**config.mk**
```make
export PLATFORM = sky130hd
export DESIGN_NAME = rt_mode_code_auto_handler
export DESIGN_NICKNAME = d
export VERILOG_FILES = /design/src/design/mode_code_pkg.sv /design/src/design/time_tag_if.sv /design/src/design/rt_mode_code_auto_handler.sv /design/src/design/time_tag_counter.sv
export SDC_FILE = /design/constraint.sdc
export NUM_CORES = 1
export LEC_CHECK = 0
export BUFFER_PORTS_ARGS = -buffer_cell sky130_fd_sc_hd__buf_2
export CORE_MARGIN = 5
export CORE_UTILIZATION = 58
export CTS_BUF_LIST = sky130_fd_sc_hd__clkbuf_2 sky130_fd_sc_hd__clkbuf_4 sky130_fd_sc_hd__clkbuf_8
export CTS_CLUSTER_DIAMETER = 80
export DETAILED_ROUTE_END_ITERATION = 8
export GPL_TIMING_DRIVEN = 0
export PLACE_DENSITY = 0.88
export SYNTH_ARGS = -nofsm -noshare
export SYNTH_HDL_FRONTEND = slang
export SYNTH_SLANG_ARGS = --single-unit
```
**constraint.sdc**
```tcl
create_clock -name clock -period 4.35 [get_ports clock]
set_clock_uncertainty 0.15 [all_clocks]
set_input_delay 1.305 -clock clock [delete_from_list [all_inputs] [get_ports clock]]
set_output_delay 1.305 -clock clock [all_outputs]
set_load 0.01 [all_outputs]
```
**src/design/mode_code_pkg.sv**
```systemverilog
package mode_code_pkg;

  // ----------------------------------------------------------------
  // Mode code numbers
  // ----------------------------------------------------------------
  localparam logic [4:0] MC_TX_SHUTDOWN       = 5'h04;
  localparam logic [4:0] MC_TX_OVERRIDE       = 5'h05;
  localparam logic [4:0] MC_RESET_TERMINAL    = 5'h08;
  localparam logic [4:0] MC_TX_VECTOR         = 5'h10;
  localparam logic [4:0] MC_SYNC_WITH_DATA    = 5'h11;
  localparam logic [4:0] MC_SEL_TX_SHUTDOWN   = 5'h14;
  localparam logic [4:0] MC_SEL_TX_OVERRIDE   = 5'h15;

  // ----------------------------------------------------------------
  // Sync load option codes
  // ----------------------------------------------------------------
  localparam logic [1:0] SYNC_HOST_ONLY       = 2'h0;
  localparam logic [1:0] SYNC_LOAD_IF_EVEN    = 2'h1;
  localparam logic [1:0] SYNC_LOAD_IF_ODD     = 2'h2;
  localparam logic [1:0] SYNC_LOAD_ALWAYS     = 2'h3;

  // ----------------------------------------------------------------
  // Shutdown status field (bits 15-12 of the built-in-test word)
  // ----------------------------------------------------------------
  localparam int unsigned SD_TX_A_POS         = 3;
  localparam int unsigned SD_TX_B_POS         = 2;
  localparam int unsigned SD_RX_A_POS         = 1;
  localparam int unsigned SD_RX_B_POS         = 0;
  localparam int unsigned SYNC_FLAG_BIT       = 0;

  // ----------------------------------------------------------------
  // Widths and reset values
  // ----------------------------------------------------------------
  localparam int unsigned WORD_W              = 16;
  localparam logic [15:0] TIME_TAG_RESET      = 16'h0000;
  localparam logic [1:0]  BUS_OFF_RESET       = 2'h0;

  typedef enum logic [1:0] {
    ST_IDLE        = 2'b00,
    ST_ACT         = 2'b01,
    ST_WAIT_STATUS = 2'b10
  } handler_state_e;

endpackage

```
**src/design/time_tag_if.sv**
```systemverilog
interface time_tag_if;
  logic        load;
  logic [15:0] load_value;
  logic        tick;
  logic [15:0] count;

  modport owner   (output load, output load_value, output tick, input count);
  modport counter (input load, input load_value, input tick, output count);
endinterface

```
**src/design/rt_mode_code_auto_handler.sv**
```systemverilog
// Overview of operation
// - Auto: MC4 or matched MC20 shuts inactive transmitter
// - Transmit-only setting 0 also disables inactive receiver
// - Shutdown sets built-in-test status bits 15-12
// - Auto mode: MC5 or matched MC21 re-enables inactive transmitter and receiver
// - Override clears built-in-test status bits 15-12
// - Option 11 loads sync data unconditionally
// - Non-broadcast sync load completes before status
// - Option 00: no load, status still sent
// - Option 01 loads when data bit0 is 0
// - Option 10 loads when data bit0 is 1
// - Clear option 0: MC16 clears service request first
// - Reset option 0: MC8 soft reset, after status
// - Auto shutdown off: status only, host inhibits
// - Shutdown acts only on the inactive bus
module rt_mode_code_auto_handler (
  // Clock and reset
  input  wire logic        clock,
  input  wire logic        reset_n,
  // Configuration
  input  wire logic        auto_bus_shutdown_enable,
  input  wire logic        shutdown_transmit_only,
  input  wire logic [1:0]  sync_load_option,
  input  wire logic        vector_service_clear_option,
  input  wire logic        reset_command_option,
  // Received mode command from the protocol engine
  input  wire logic        mc_valid,
  input  wire logic [4:0]  mc_code,
  input  wire logic        mc_broadcast,
  input  wire logic        mc_on_bus_b,
  input  wire logic [15:0] mc_data,
  input  wire logic        bus_select_match,
  // Status word transmitter handshake
  input  wire logic        status_tx_done,
  // Time base
  input  wire logic        time_tick,
  // Status word transmitter request
  output logic             status_tx_start,
  // Bus enables
  output logic             transmit_inhibit_bus_a,
  output logic             transmit_inhibit_bus_b,
  output logic             receive_disable_bus_a,
  output logic             receive_disable_bus_b,
  // Built-in-test shutdown status, bits 15-12
  output logic [3:0]       shutdown_status,
  // Side effects
  output logic             service_request_clear,
  output logic             soft_terminal_reset,
  output logic             time_tag_loaded,
  output logic [15:0]      time_tag
);

  // ----------------------------------------------------------------
  // State
  // ----------------------------------------------------------------
  typedef struct packed {
    mode_code_pkg::handler_state_e state;
    logic [1:0]                    tx_off;
    logic [1:0]                    rx_off;
    logic                          send_status;
    logic                          reset_after;
    logic                          status_go;
    logic                          sr_clear;
    logic                          soft_reset;
    logic                          load;
    logic [15:0]                   load_value;
    logic                          loaded;
  } handler_s;

  handler_s q;
  handler_s d;

  time_tag_if tt ();

  time_tag_counter u_time_tag (
    .clock   (clock),
    .reset_n (reset_n),
    .tt      (tt.counter)
  );

  // ----------------------------------------------------------------
  // Command decode
  // ----------------------------------------------------------------
  logic       is_shutdown;
  logic       is_override;
  logic       sync_load_ok;
  logic [1:0] inactive_mask;

  always_comb
  begin
    is_shutdown = (mc_code == mode_code_pkg::MC_TX_SHUTDOWN) ||
                  ((mc_code == mode_code_pkg::MC_SEL_TX_SHUTDOWN) && bus_select_match);
    is_override = (mc_code == mode_code_pkg::MC_TX_OVERRIDE) ||
                  ((mc_code == mode_code_pkg::MC_SEL_TX_OVERRIDE) && bus_select_match);
    // Bit 1 stands for bus A, bit 0 for bus B; the receiving bus is never touched
    inactive_mask = mc_on_bus_b ? 2'h2 : 2'h1;
    unique case (sync_load_option)
      mode_code_pkg::SYNC_HOST_ONLY:    sync_load_ok = 1'b0;
      mode_code_pkg::SYNC_LOAD_IF_EVEN: sync_load_ok =
        !mc_data[mode_code_pkg::SYNC_FLAG_BIT];
      mode_code_pkg::SYNC_LOAD_IF_ODD:  sync_load_ok =
        mc_data[mode_code_pkg::SYNC_FLAG_BIT];
      mode_code_pkg::SYNC_LOAD_ALWAYS:  sync_load_ok = 1'b1;
    endcase
  end

  // ----------------------------------------------------------------
  // Next state
  // ----------------------------------------------------------------
  always_comb
  begin
    d             = q;
    d.status_go   = 1'b0;
    d.sr_clear    = 1'b0;
    d.soft_reset  = 1'b0;
    d.load        = 1'b0;
    d.loaded      = 1'b0;

    // Soft reset reactivates every shut down transmitter and receiver; a command
    // taken in the same cycle is applied on top so its shutdown is not lost
    if (q.soft_reset)
    begin
      d.tx_off = mode_code_pkg::BUS_OFF_RESET;
      d.rx_off = mode_code_pkg::BUS_OFF_RESET;
    end

    unique case (q.state)
      mode_code_pkg::ST_IDLE:
      begin
        if (mc_valid)
        begin
          d.state       = mode_code_pkg::ST_ACT;
          d.send_status = !mc_broadcast;
          d.reset_after = 1'b0;

          // With automatic shutdown off only the status goes out
          if (auto_bus_shutdown_enable && is_shutdown)
          begin
            d.tx_off = d.tx_off | inactive_mask;
            if (!shutdown_transmit_only)
            begin
              d.rx_off = d.rx_off | inactive_mask;
            end
          end

          if (auto_bus_shutdown_enable && is_override)
          begin
            d.tx_off = d.tx_off & ~inactive_mask;
            d.rx_off = d.rx_off & ~inactive_mask;
          end

          if ((mc_code == mode_code_pkg::MC_SYNC_WITH_DATA) && sync_load_ok)
          begin
            d.load       = 1'b1;
            d.load_value = mc_data;
          end

          // Option 1 leaves the service request bit to the host
          if ((mc_code == mode_code_pkg::MC_TX_VECTOR) && !vector_service_clear_option)
          begin
            d.sr_clear = 1'b1;
          end

          // Option 1 leaves terminal reset to the host
          if ((mc_code == mode_code_pkg::MC_RESET_TERMINAL) && !reset_command_option)
          begin
            d.reset_after = 1'b1;
          end
        end
      end

      mode_code_pkg::ST_ACT:
      begin
        // Counter and service request have settled by this edge, so status may go
        d.loaded    = q.load;
        d.status_go = q.send_status;
        if (q.reset_after && q.send_status)
        begin
          d.state = mode_code_pkg::ST_WAIT_STATUS;
        end
        else
        begin
          d.state      = mode_code_pkg::ST_IDLE;
          d.soft_reset = q.reset_after;
        end
      end

      mode_code_pkg::ST_WAIT_STATUS:
      begin
        // Reset must not cut the status word short
        if (status_tx_done)
        begin
          d.state      = mode_code_pkg::ST_IDLE;
          d.soft_reset = 1'b1;
        end
      end

      default:
      begin
        d.state = mode_code_pkg::ST_IDLE;
      end
    endcase
  end

  always_ff @(posedge clock or negedge reset_n)
  begin
    if (!reset_n)
    begin
      q.state       <= mode_code_pkg::ST_IDLE;
      q.tx_off      <= mode_code_pkg::BUS_OFF_RESET;
      q.rx_off      <= mode_code_pkg::BUS_OFF_RESET;
      q.send_status <= 1'b0;
      q.reset_after <= 1'b0;
      q.status_go   <= 1'b0;
      q.sr_clear    <= 1'b0;
      q.soft_reset  <= 1'b0;
      q.load        <= 1'b0;
      q.load_value  <= mode_code_pkg::TIME_TAG_RESET;
      q.loaded      <= 1'b0;
    end
    else
    begin
      q <= d;
    end
  end

  // ----------------------------------------------------------------
  // Outputs
  // ----------------------------------------------------------------
  assign tt.load       = q.load;
  assign tt.load_value = q.load_value;
  assign tt.tick       = time_tick;

  assign status_tx_start        = q.status_go;
  assign transmit_inhibit_bus_a = q.tx_off[1];
  assign transmit_inhibit_bus_b = q.tx_off[0];
  assign receive_disable_bus_a  = q.rx_off[1];
  assign receive_disable_bus_b  = q.rx_off[0];
  assign shutdown_status[mode_code_pkg::SD_TX_A_POS] = q.tx_off[1];
  assign shutdown_status[mode_code_pkg::SD_TX_B_POS] = q.tx_off[0];
  assign shutdown_status[mode_code_pkg::SD_RX_A_POS] = q.rx_off[1];
  assign shutdown_status[mode_code_pkg::SD_RX_B_POS] = q.rx_off[0];
  assign service_request_clear  = q.sr_clear;
  assign soft_terminal_reset    = q.soft_reset;
  assign time_tag_loaded        = q.loaded;
  assign time_tag               = tt.count;

endmodule

```
**src/design/time_tag_counter.sv**
```systemverilog
module time_tag_counter (
  // Clock and reset
  input wire logic         clock,
  input wire logic         reset_n,
  // Load and count
  time_tag_if.counter      tt
);

  typedef struct packed {
    logic [15:0] count;
  } counter_s;

  counter_s q;
  counter_s d;

  always_comb
  begin
    d = q;
    // A load takes priority so the loaded value is not skewed by a tick
    if (tt.load)
    begin
      d.count = tt.load_value;
    end
    else if (tt.tick)
    begin
      d.count = q.count + 16'h0001;
    end
  end

  always_ff @(posedge clock or negedge reset_n)
  begin
    if (!reset_n)
    begin
      q.count <= mode_code_pkg::TIME_TAG_RESET;
    end
    else
    begin
      q <= d;
    end
  end

  assign tt.count = q.count;

endmodule

```
==> metrics, run 1 <==
layout cell share with drive strength beyond 1=41.0%; switching pwr=0.504 mW; Post CTS Setup Buffer Count=0; cts bufs inserted=5; Crit. End Element=primary output; area of the core=3690 µm²; Critical Path Start=u_time_tag.tt.count[3]$_DFFE_PN0P_; Comb power frac=33.1%; Worst Path Required=2.89 ns; Worst Max-Slew Pin Slew=0.948 ns; synthesis-to-finish area growth=20.3%; number of global-route vias before repair=1601; dpl cell area=2590 µm²; final core occ=72.7%; met3 routed WL=202 µm; width of the die=72 µm; wire per inst=15.0 µm; period utilisation layout=56.5%; r2r setup slk=2.34 ns; Max Used Layer=met4; Mapped Area=2230 µm²; Clock transition at path regs=0.08 ns; initial drt markers=81; clock share of power=18.3%; nets=299; hold_sp=tt.load_value[5]$_DFFE_PN0P_; fin. max-slew vios=0; Die Height=72 µm; Max-slew headroom=36.8%; Buf+Inv Stages, Crit Path=1; antenna cell count=0; synthesized flop and latch total=45; Power Density=510 nW/µm²; slowest CP cell=dfrtp_1; Final Power=1.37 mW; routability cong.=0.853; Die Area=5180 µm²; Post-synth EDFFs=0; Crit path max-delay family=flip-flops; Starting Density=60.4%; ANT nets after route=0; Max Fclk=407 MHz; CTS Root Cell=clkbuf_8; Final Instance Area=2680 µm²; First-pass DRT Iterations=4; total gr overflow=0; Hold EP=u_time_tag.tt.count[5]$_DFFE_PN0P_; Sink Count=45; io pins=63; Setup TNS Final=0 ns; Hold/Removal Path Class=flip-flop to flip-flop; later-pin clock latency in the skew report=0.30 ns; max capacitance violation total=0; first-pass GRT wire length=7610 µm; CTS max path bufs=2; top_reg_cell synth=dfrtp_1; Worst Reg-to-Reg Cells=7; TritonCTS clock tree=yes; CP Class=flip-flop to primary output; total leakage power=1.27 nW; yosys warns=0; largest net degree at the start of global routing=46; Post-synth ARST share=100%; worst hold path depth=2; post-synth net total=231; Sw Share=36.9%; Hold WS=0.337 ns; crit path time final=2.46 ns; worst endpoint data arrival time=1.00 ns; Total Wirelength=4620 µm; routed via count=1643; r2r endpoint=tt.load_value[11]$_DFFE_PN0P_; Via-to-Cell Ratio=5.32; CTS Hold Buffers Added=0; hpwl dp=3440 µm; detailed-route DRC error count=0; part of the power in registers=48.6%; Internal=0.862 mW; count of cell types in the netlist=34; CP max stage delay=0.51 ns; worst vdd ir=299 µV; CTS H-Tree Depth=2; initial antenna violation count=0; Final Hold Vio Count=0; final setup fails=0; GRT Util Overall=19.3%; M1 WL=1890 µm; CP Launch Type=flip-flop; Seq/Total Area, Yosys=50.5%; reg2reg start=q[28]$_DFFE_PN0P_; crit-path max FO=6; port bufs=61; cell count after synthesis=192; Post-CTS Resized=0; syn_area_per_cell=11.6 µm²; met2 WL=2410 µm; status=completed; CP Cell Sequence=buf_2; row count=22; RSZ-0062 raised after global routing=no
## synth_stat cells, drive strengths merged, types with 5 or more instances
library cell,instances,share of area [%]
nor2,5,0.95
xnor2,10,3.9
xor2,5,2.0
nand3,6,2.1
nand2,25,4.3
inv,6,1.0
buf,6,2.2
o21ai,19,4.3
mux2,18,11
dfrtp,45,51
nor4,7,3.9
nand4,6,3.0
## final cells by class
class | count | area (µm²)
fill | 291 | 1010
timing repair buffer | 61 | 305
sequential | 45 | 1130
multi-input combinational | 132 | 1020
tap | 48 | 60.1
clock buffer | 5 | 68.8
inverter | 6 | 22.5
buffer | 9 | 60.1
clock inverter | 3 | 17.5
## logic make-up (layout without fill, tap and decap cells)
group	count (synthesis)	in the layout	share of synthesized area [%]
adders and majority gates	4	4	2.24
and+or+nand+nor	67	67	19.6
DFF	45	45	50.5
AOI/OAI and AO/OA	24	24	5.67
xor gates and xnor gates	15	15	5.89
muxes	22	22	12.4
buffers and inverters	15	84	3.70
## state kept, by name, summed over array words and instances (netlist names)
register	count
tt.load_value	16
receive_disable_bus_b	1
u_time_tag.tt.count	16
shutdown_status	2
service_request_clear	1
status_tx_start	1
tt.load	1
q	4
soft_terminal_reset	1
receive_disable_bus_a	1
time_tag_loaded	1
## layer usage
| metal | global-route usage (%) | vias to the layer above |
|---|---|---|
| li1 | - | 793 |
| met1 | 22.9 | 804 |
| met2 | 33.5 | 36 |
| met3 | 4.29 | 10 |
| met4 | 8.35 | 0 |
| met5 | 0 | - |
## tightest hold or removal path, delay by kind of cell (launching register included)
kind / cells / cell delay [ns]
and+or+nand+nor: 1 / 0.05
AOI/OAI and AO/OA: 1 / 0.06
DFF: 1 / 0.35
## power groups by stage
stage / sequential [mW] / combinational, mW / clock [mW]
after floorplan: 0.686 / 0.249 / 0
after global placement: 0.660 / 0.438 / 0
after detailed placement: 0.669 / 0.454 / 0
after CTS: 0.662 / 0.459 / 0.255
after global routing: 0.683 / 0.500 / 0.271
final: 0.664 / 0.452 / 0.250
## worst max-delay path by stage
stage | end | slack [ns] | depth (start not counted)
floorplan | u_time_tag.tt.count[15]$_DFFE_PN0P_ | 1.83 | 5
global placement | tt.load_value[13]$_DFFE_PN0P_ | 1.64 | 6
detailed placement | tt.load_value[6]$_DFFE_PN0P_ | 1.62 | 5
CTS | time_tag[3] | 1.88 | 1
global route | time_tag[3] | 1.85 | 1
finish | time_tag[3] | 1.89 | 1
## layout by cell type (no fill, tap or decap), drive strengths merged
master,count
a21oi,3
a32oi,1
and2,3
and2b,1
buf,67
clkbuf,8
clkinv,2
clkinvlp,1
dfrtp,45
ha,4
inv,6
mux2,18
mux2i,4
nand2,25
nand2b,3
nand3,6
nand3b,2
nand4,6
nor2,5
nor2b,4
nor3,4
nor4,7
nor4b,1
o21a,1
o21ai,19
xnor2,10
xor2,5
## stage by stage
step | std cells | worst slack [ns]
after floorplan | 192 | 1.83
after global placement | 301 | 1.64
after detailed placement | 301 | 1.62
after CTS | 309 | 1.88
after global routing | 309 | 1.85
final | 309 | 1.89
Power figures use the tool's default switching activity.
==> run 2: changes to the inputs <==
--- a/config.mk
+++ b/config.mk
@@ -7,12 +7,12 @@
 export LEC_CHECK = 0
 export BUFFER_PORTS_ARGS = -buffer_cell sky130_fd_sc_hd__buf_2
 export CORE_MARGIN = 5
-export CORE_UTILIZATION = 58
+export CORE_UTILIZATION = 54
 export CTS_BUF_LIST = sky130_fd_sc_hd__clkbuf_2 sky130_fd_sc_hd__clkbuf_4 sky130_fd_sc_hd__clkbuf_8
 export CTS_CLUSTER_DIAMETER = 80
 export DETAILED_ROUTE_END_ITERATION = 8
 export GPL_TIMING_DRIVEN = 0
-export PLACE_DENSITY = 0.88
+export PLACE_DENSITY = 0.82
 export SYNTH_ARGS = -nofsm -noshare
 export SYNTH_HDL_FRONTEND = slang
 export SYNTH_SLANG_ARGS = --single-unit
==> constraint.sdc (replaced) <==
create_clock -name clock -period 2.35 [get_ports clock]
set_clock_uncertainty 0.15 [all_clocks]
set_input_delay 0.705 -clock clock [delete_from_list [all_inputs] [get_ports clock]]
set_output_delay 0.705 -clock clock [all_outputs]
set_load 0.01 [all_outputs]
==> run 2 against run 1 <==
Sequential power grew 82%. Sequential cell count is the same. Global-route usage shrank 1.6 points. Power grew 93%. Core utilization shrank 4.8 points. First-iteration DRC count shrank 36%.
==> metrics, run 2 (synthesis results as in run 1) <==
Setup TNS Final=0 ns; crit-path max FO=10; Post-CTS Resized=0; Final Hold Vio Count=0; clock share of power=22.4%; largest net degree at the start of global routing=46; fill count=301; later-pin clock latency in the skew report=0.29 ns; CTS Root Cell=clkbuf_8; period utilisation layout=84.0%; row count=23; First-pass DRT Iterations=4; total gr overflow=0; routability cong.=0.761; Max-slew headroom=36.5%; M1 WL=1810 µm; Max Fclk=507 MHz; CP Launch Type=flip-flop; Power Density=968 nW/µm²; CP Cell Sequence=inv_1, ha_1, nand2_2, nor2_2, nand4_4, buf_6, mux2_4; CP max stage delay=0.40 ns; Top Registers=tt.load_value x16, u_time_tag.tt.count x16, q x4; detailed-route DRC error count=0; RSZ-0062 raised after global routing=no; crit path time final=1.97 ns; Die Area=5510 µm²; number of global-route vias before repair=1619; CTS Hold Buffers Added=0; io pins=63; CP Class=flip-flop to flip-flop; Hold/Removal Path Class=flip-flop to flip-flop; switching pwr=0.895 mW; antenna cell count=0; final setup fails=0; Worst Path Required=2.37 ns; Sink Count=45; initial drt markers=52; cts bufs inserted=5; initial antenna violation count=0; Sw Share=34.0%; routed via count=1570; CTS max path bufs=2; Crit. End Element=flip-flop; met3 routed WL=326 µm; Clock transition at path regs=0.08 ns; TritonCTS clock tree=yes; Crit path max-delay family=simple AND/OR/NAND/NOR gates; port bufs=61; first-pass GRT wire length=7380 µm; synthesis-to-finish area growth=21.9%; fin. max-slew vios=0; commonest cells after routing, fill and taps aside=buf_2 (61), dfrtp_1 (45), nand2_1 (24); CTS H-Tree Depth=2; slowest CP cell=dfrtp_1; layout cell share with drive strength beyond 1=41.0%; Worst Max-Slew Pin Slew=0.953 ns; Buf+Inv Stages, Crit Path=2; area of the core=4000 µm²; Final Power=2.63 mW; wire per inst=14.0 µm; met2 WL=2140 µm; Via-to-Cell Ratio=5.05; GRT Util Overall=17.6%; worst endpoint data arrival time=2.00 ns; Total Wirelength=4350 µm; hpwl dp=3350 µm; max capacitance violation total=0; width of the die=74.3 µm; part of the power in registers=46.1%; Comb power frac=31.5%; ANT nets after route=0; Max Used Layer=met4; most common cell after layout, fill and taps aside=buf_2; Starting Density=55.7%; total leakage power=1.28 nW; Die Height=74.3 µm; worst vdd ir=582 µV; Post CTS Setup Buffer Count=0; status=completed; nets=299; Internal=1.74 mW
-- run 2: cell types whose count changed in the layout (fill, tap and decap cells not counted) --
cell,change
clkbuf_8,+1
clkinv_2,-2
bufinv_16,+1
-- run 2: stage by stage --
step / instance area [µm²] / utilization [%] / std cells / worst slack, ns / hold WS, ns
final: 2720 / 67.9 / 311 / 0.376 / 0.330
after global routing: 2720 / 67.9 / 311 / 0.269 / 0.373
after CTS: 2720 / 67.9 / 311 / 0.355 / 0.335
after detailed placement: 2600 / 64.9 / 303 / 0.224 / 0.316
after global placement: 2600 / 64.9 / 303 / 0.239 / 0.309
after floorplan: 2230 / - / 192 / 0.428 / 0.259
-- run 2: per-layer routing --
layer / GRT usage, % / vias to the layer above
met5: 0 / -
met4: 6.72 / 0
met3: 5.54 / 6
met2: 29.2 / 46
met1: 21.6 / 724
li1: - / 794
-- run 2: path summary, 6_finish.rpt --
path                                         startpoint                                 end  slack, ns  depth (start not counted)
setup / recovery                      q[28]$_DFFE_PN0P_       tt.load_value[13]$_DFFE_PN0P_       0.38                          7
hold / removal             tt.load_value[2]$_DFFE_PN0P_  u_time_tag.tt.count[2]$_DFFE_PN0P_       0.33                          2
setup reg to reg                      q[28]$_DFFE_PN0P_       tt.load_value[13]$_DFFE_PN0P_       0.38                          7
hold reg to reg            tt.load_value[2]$_DFFE_PN0P_  u_time_tag.tt.count[2]$_DFFE_PN0P_       0.33                          2
max in group asynchronous                       reset_n        tt.load_value[8]$_DFFE_PN0P_       1.05                          1
min in group asynchronous                       reset_n                   q[27]$_DFFE_PN0P_       0.41                          1
-- run 2: layout make-up --
class	count	area [µm²]	area share, %
flip-flops and latches	45	1130	41.4
multi-input cells	132	1020	37.6
repair buffers	61	305	11.2
clock buffers	6	82.6	3.04
well taps	50	62.6	2.30
plain buffers	9	60.1	2.21
clock inverters	2	37.5	1.38
inverters	6	22.5	0.829
-- run 2: power by group through the flow --
stage | clock network (mW) | logic (mW) | registers [mW]
global route | 0.644 | 0.934 | 1.26
global placement | 0 | 0.816 | 1.22
finish | 0.589 | 0.830 | 1.21
CTS | 0.606 | 0.847 | 1.21
detailed placement | 0 | 0.842 | 1.23
floorplan | 0 | 0.460 | 1.27
-- run 2: tightest hold or removal path: stages, from the launching register on --
cell     delay, ns
dfrtp_1       0.34
nand2_1       0.05
o21ai_0       0.06
==> run 3: changes to the inputs <==
==> constraint.sdc (replaced) <==
create_clock -name clock -period 2 [get_ports clock]
set_clock_uncertainty 0.15 [all_clocks]
set_input_delay 0.6 -clock clock [delete_from_list [all_inputs] [get_ports clock]]
set_output_delay 0.6 -clock clock [all_outputs]
set_load 0.01 [all_outputs]
==> run 3 against run 2 <==
Sequential cell count is the same. Core utilization is 0.44 points higher. Clock power is 18% higher. First-iteration DRC count fell by 19%. Via count increased by 1.0%. Combinational power grew 18%. Setup slack got worse by 0.22 ns. Critical path depth decreased by 2. Register-to-register slack lost 0.22 ns. Non-clock buffer count grew 1. Sequential share of layout area is 0.22 points lower. Hold slack lost 0.022 ns.
==> metrics, run 3 (synthesis results as in run 1) <==
status=completed; Final Power=3.10 mW; clock share of power=22.4%; GRT Util Overall=17.6%; worst endpoint data arrival time=1.88 ns; Sw Share=34.0%; RSZ-0062 raised after global routing=no; width of the die=74.3 µm; Max-slew headroom=36.8%; initial antenna violation count=0; Crit. End Element=flip-flop; CTS H-Tree Depth=2; routed via count=1586; row count=23; total leakage power=1.29 nW; CP Launch Type=flip-flop; total gr overflow=0; crit-path max FO=5; r2r setup slk=0.15 ns; Via-to-Cell Ratio=5.08; Sink Count=45; CTS max path bufs=2; Worst Max-Slew Pin Slew=0.949 ns; CP max stage delay=0.43 ns; CTS Root Cell=clkbuf_8; first-pass GRT wire length=7380 µm; cts bufs inserted=5; period utilisation layout=92.4%; CP Cell Sequence=ha_1, nand3_2, nor4_2, xor2_1, mux2_2; part of the power in registers=46.0%; Worst Path Required=2.03 ns; initial drt markers=42; max capacitance violation total=0; slowest CP cell=dfrtp_1; commonest cells after routing, fill and taps aside=buf_2 (61), dfrtp_1 (44), nand2_1 (24); hpwl dp=3350 µm; synthesis-to-finish area growth=22.7%; ANT nets after route=0; later-pin clock latency in the skew report=0.29 ns; nets=300; worst vdd ir=708 µV; Die Area=5510 µm²; most common cell after layout, fill and taps aside=buf_2; largest net degree at the start of global routing=46; wire per inst=13.9 µm; Setup TNS Final=0 ns; area of the core=4000 µm²; TritonCTS clock tree=yes; final core occ=68.4%; switching pwr=1.05 mW; antenna cell count=0; io pins=63; fin. max-slew vios=0; routability cong.=0.761; Comb power frac=31.6%; Internal=2.04 mW; CTS Hold Buffers Added=0; Max Fclk=541 MHz; fill count=298; crit path time final=1.85 ns; CP Class=flip-flop to flip-flop; port bufs=61; First-pass DRT Iterations=4; number of global-route vias before repair=1619; Total Wirelength=4350 µm; Top Registers=tt.load_value x16, u_time_tag.tt.count x16, q x4; Starting Density=55.7%; final setup fails=0; Clock transition at path regs=0.08 ns; Power Density=1130 nW/µm²; layout cell share with drive strength beyond 1=41.6%; Die Height=74.3 µm; Hold/Removal Path Class=input pin to async pin; detailed-route DRC error count=0; Final Hold Vio Count=0
-- run 3: cell types whose count changed in the layout (fill, tap and decap cells not counted), sizes merged --
cell  change
buf       +1
-- run 3: per-stage QoR --
stage                     worst slack (ns)  cells  hold slack [ns]  cell area (µm²)
final                                0.153    312            0.307             2740
after global routing                0.0353    312            0.295             2740
after CTS                          0.00526    311            0.298             2720
after detailed placement           -0.0210    303            0.316             2600
after global placement            -0.00570    303            0.309             2600
after floorplan                      0.183    192            0.154             2230
-- run 3: timing repair --
| item | 4_1_cts | 5_1_grt |
|---|---|---|
| setup endpoints to repair | 0 | 14 |
| gates resized for setup | 0 | 2 |
| setup buffers | 0 | 1 |
-- run 3: layout make-up --
class / instances / area (µm²) / area share, %
multi-input combinational: 132 / 1030 / 37.6
inverter: 6 / 22.5 / 0.823
clock inverter: 2 / 37.5 / 1.37
sequential: 45 / 1130 / 41.2
timing repair buffer: 62 / 313 / 11.4
buffer: 9 / 60.1 / 2.20
tap: 50 / 62.6 / 2.29
clock buffer: 6 / 82.6 / 3.02
-- run 3: path summary, 6_finish.rpt --
check / from / to / cells after the start
min: reset_n / q[27]$_DFFE_PN0P_ / 1
max in group asynchronous: reset_n / u_time_tag.tt.count[0]$_DFFE_PN0P_ / 1
max: u_time_tag.tt.count[1]$_DFFE_PN0P_ / u_time_tag.tt.count[12]$_DFFE_PN0P_ / 5
max reg2reg: u_time_tag.tt.count[1]$_DFFE_PN0P_ / u_time_tag.tt.count[12]$_DFFE_PN0P_ / 5
min reg2reg: tt.load_value[2]$_DFFE_PN0P_ / u_time_tag.tt.count[2]$_DFFE_PN0P_ / 2
min in group clock: vector_service_clear_option / service_request_clear$_DFF_PN0_ / 2
-- run 3: per-layer routing --
layer,track usage [%],wire (µm)
met1,21.6,1810
met5,0,0
met4,6.72,63
met2,29.2,2150
met3,5.54,330
-- run 3: worst max-delay path, delay by kind of cell, from the launching register on --
family	cells	cell delay (ns)
and+or+nand+nor	2	0.55
DFF	1	0.43
muxes	1	0.27
adders and majority gates	1	0.23
xor gates and xnor gates	1	0.11
-- run 3: power groups by stage --
stage	registers (mW)	clock network, mW	logic, mW
2_1_floorplan	1.49	0	0.541
3_3_place_gp	1.43	0	0.959
3_5_place_dp	1.44	0	0.989
4_1_cts	1.43	0.712	0.995
5_1_grt	1.48	0.757	1.10
6_report	1.43	0.694	0.979
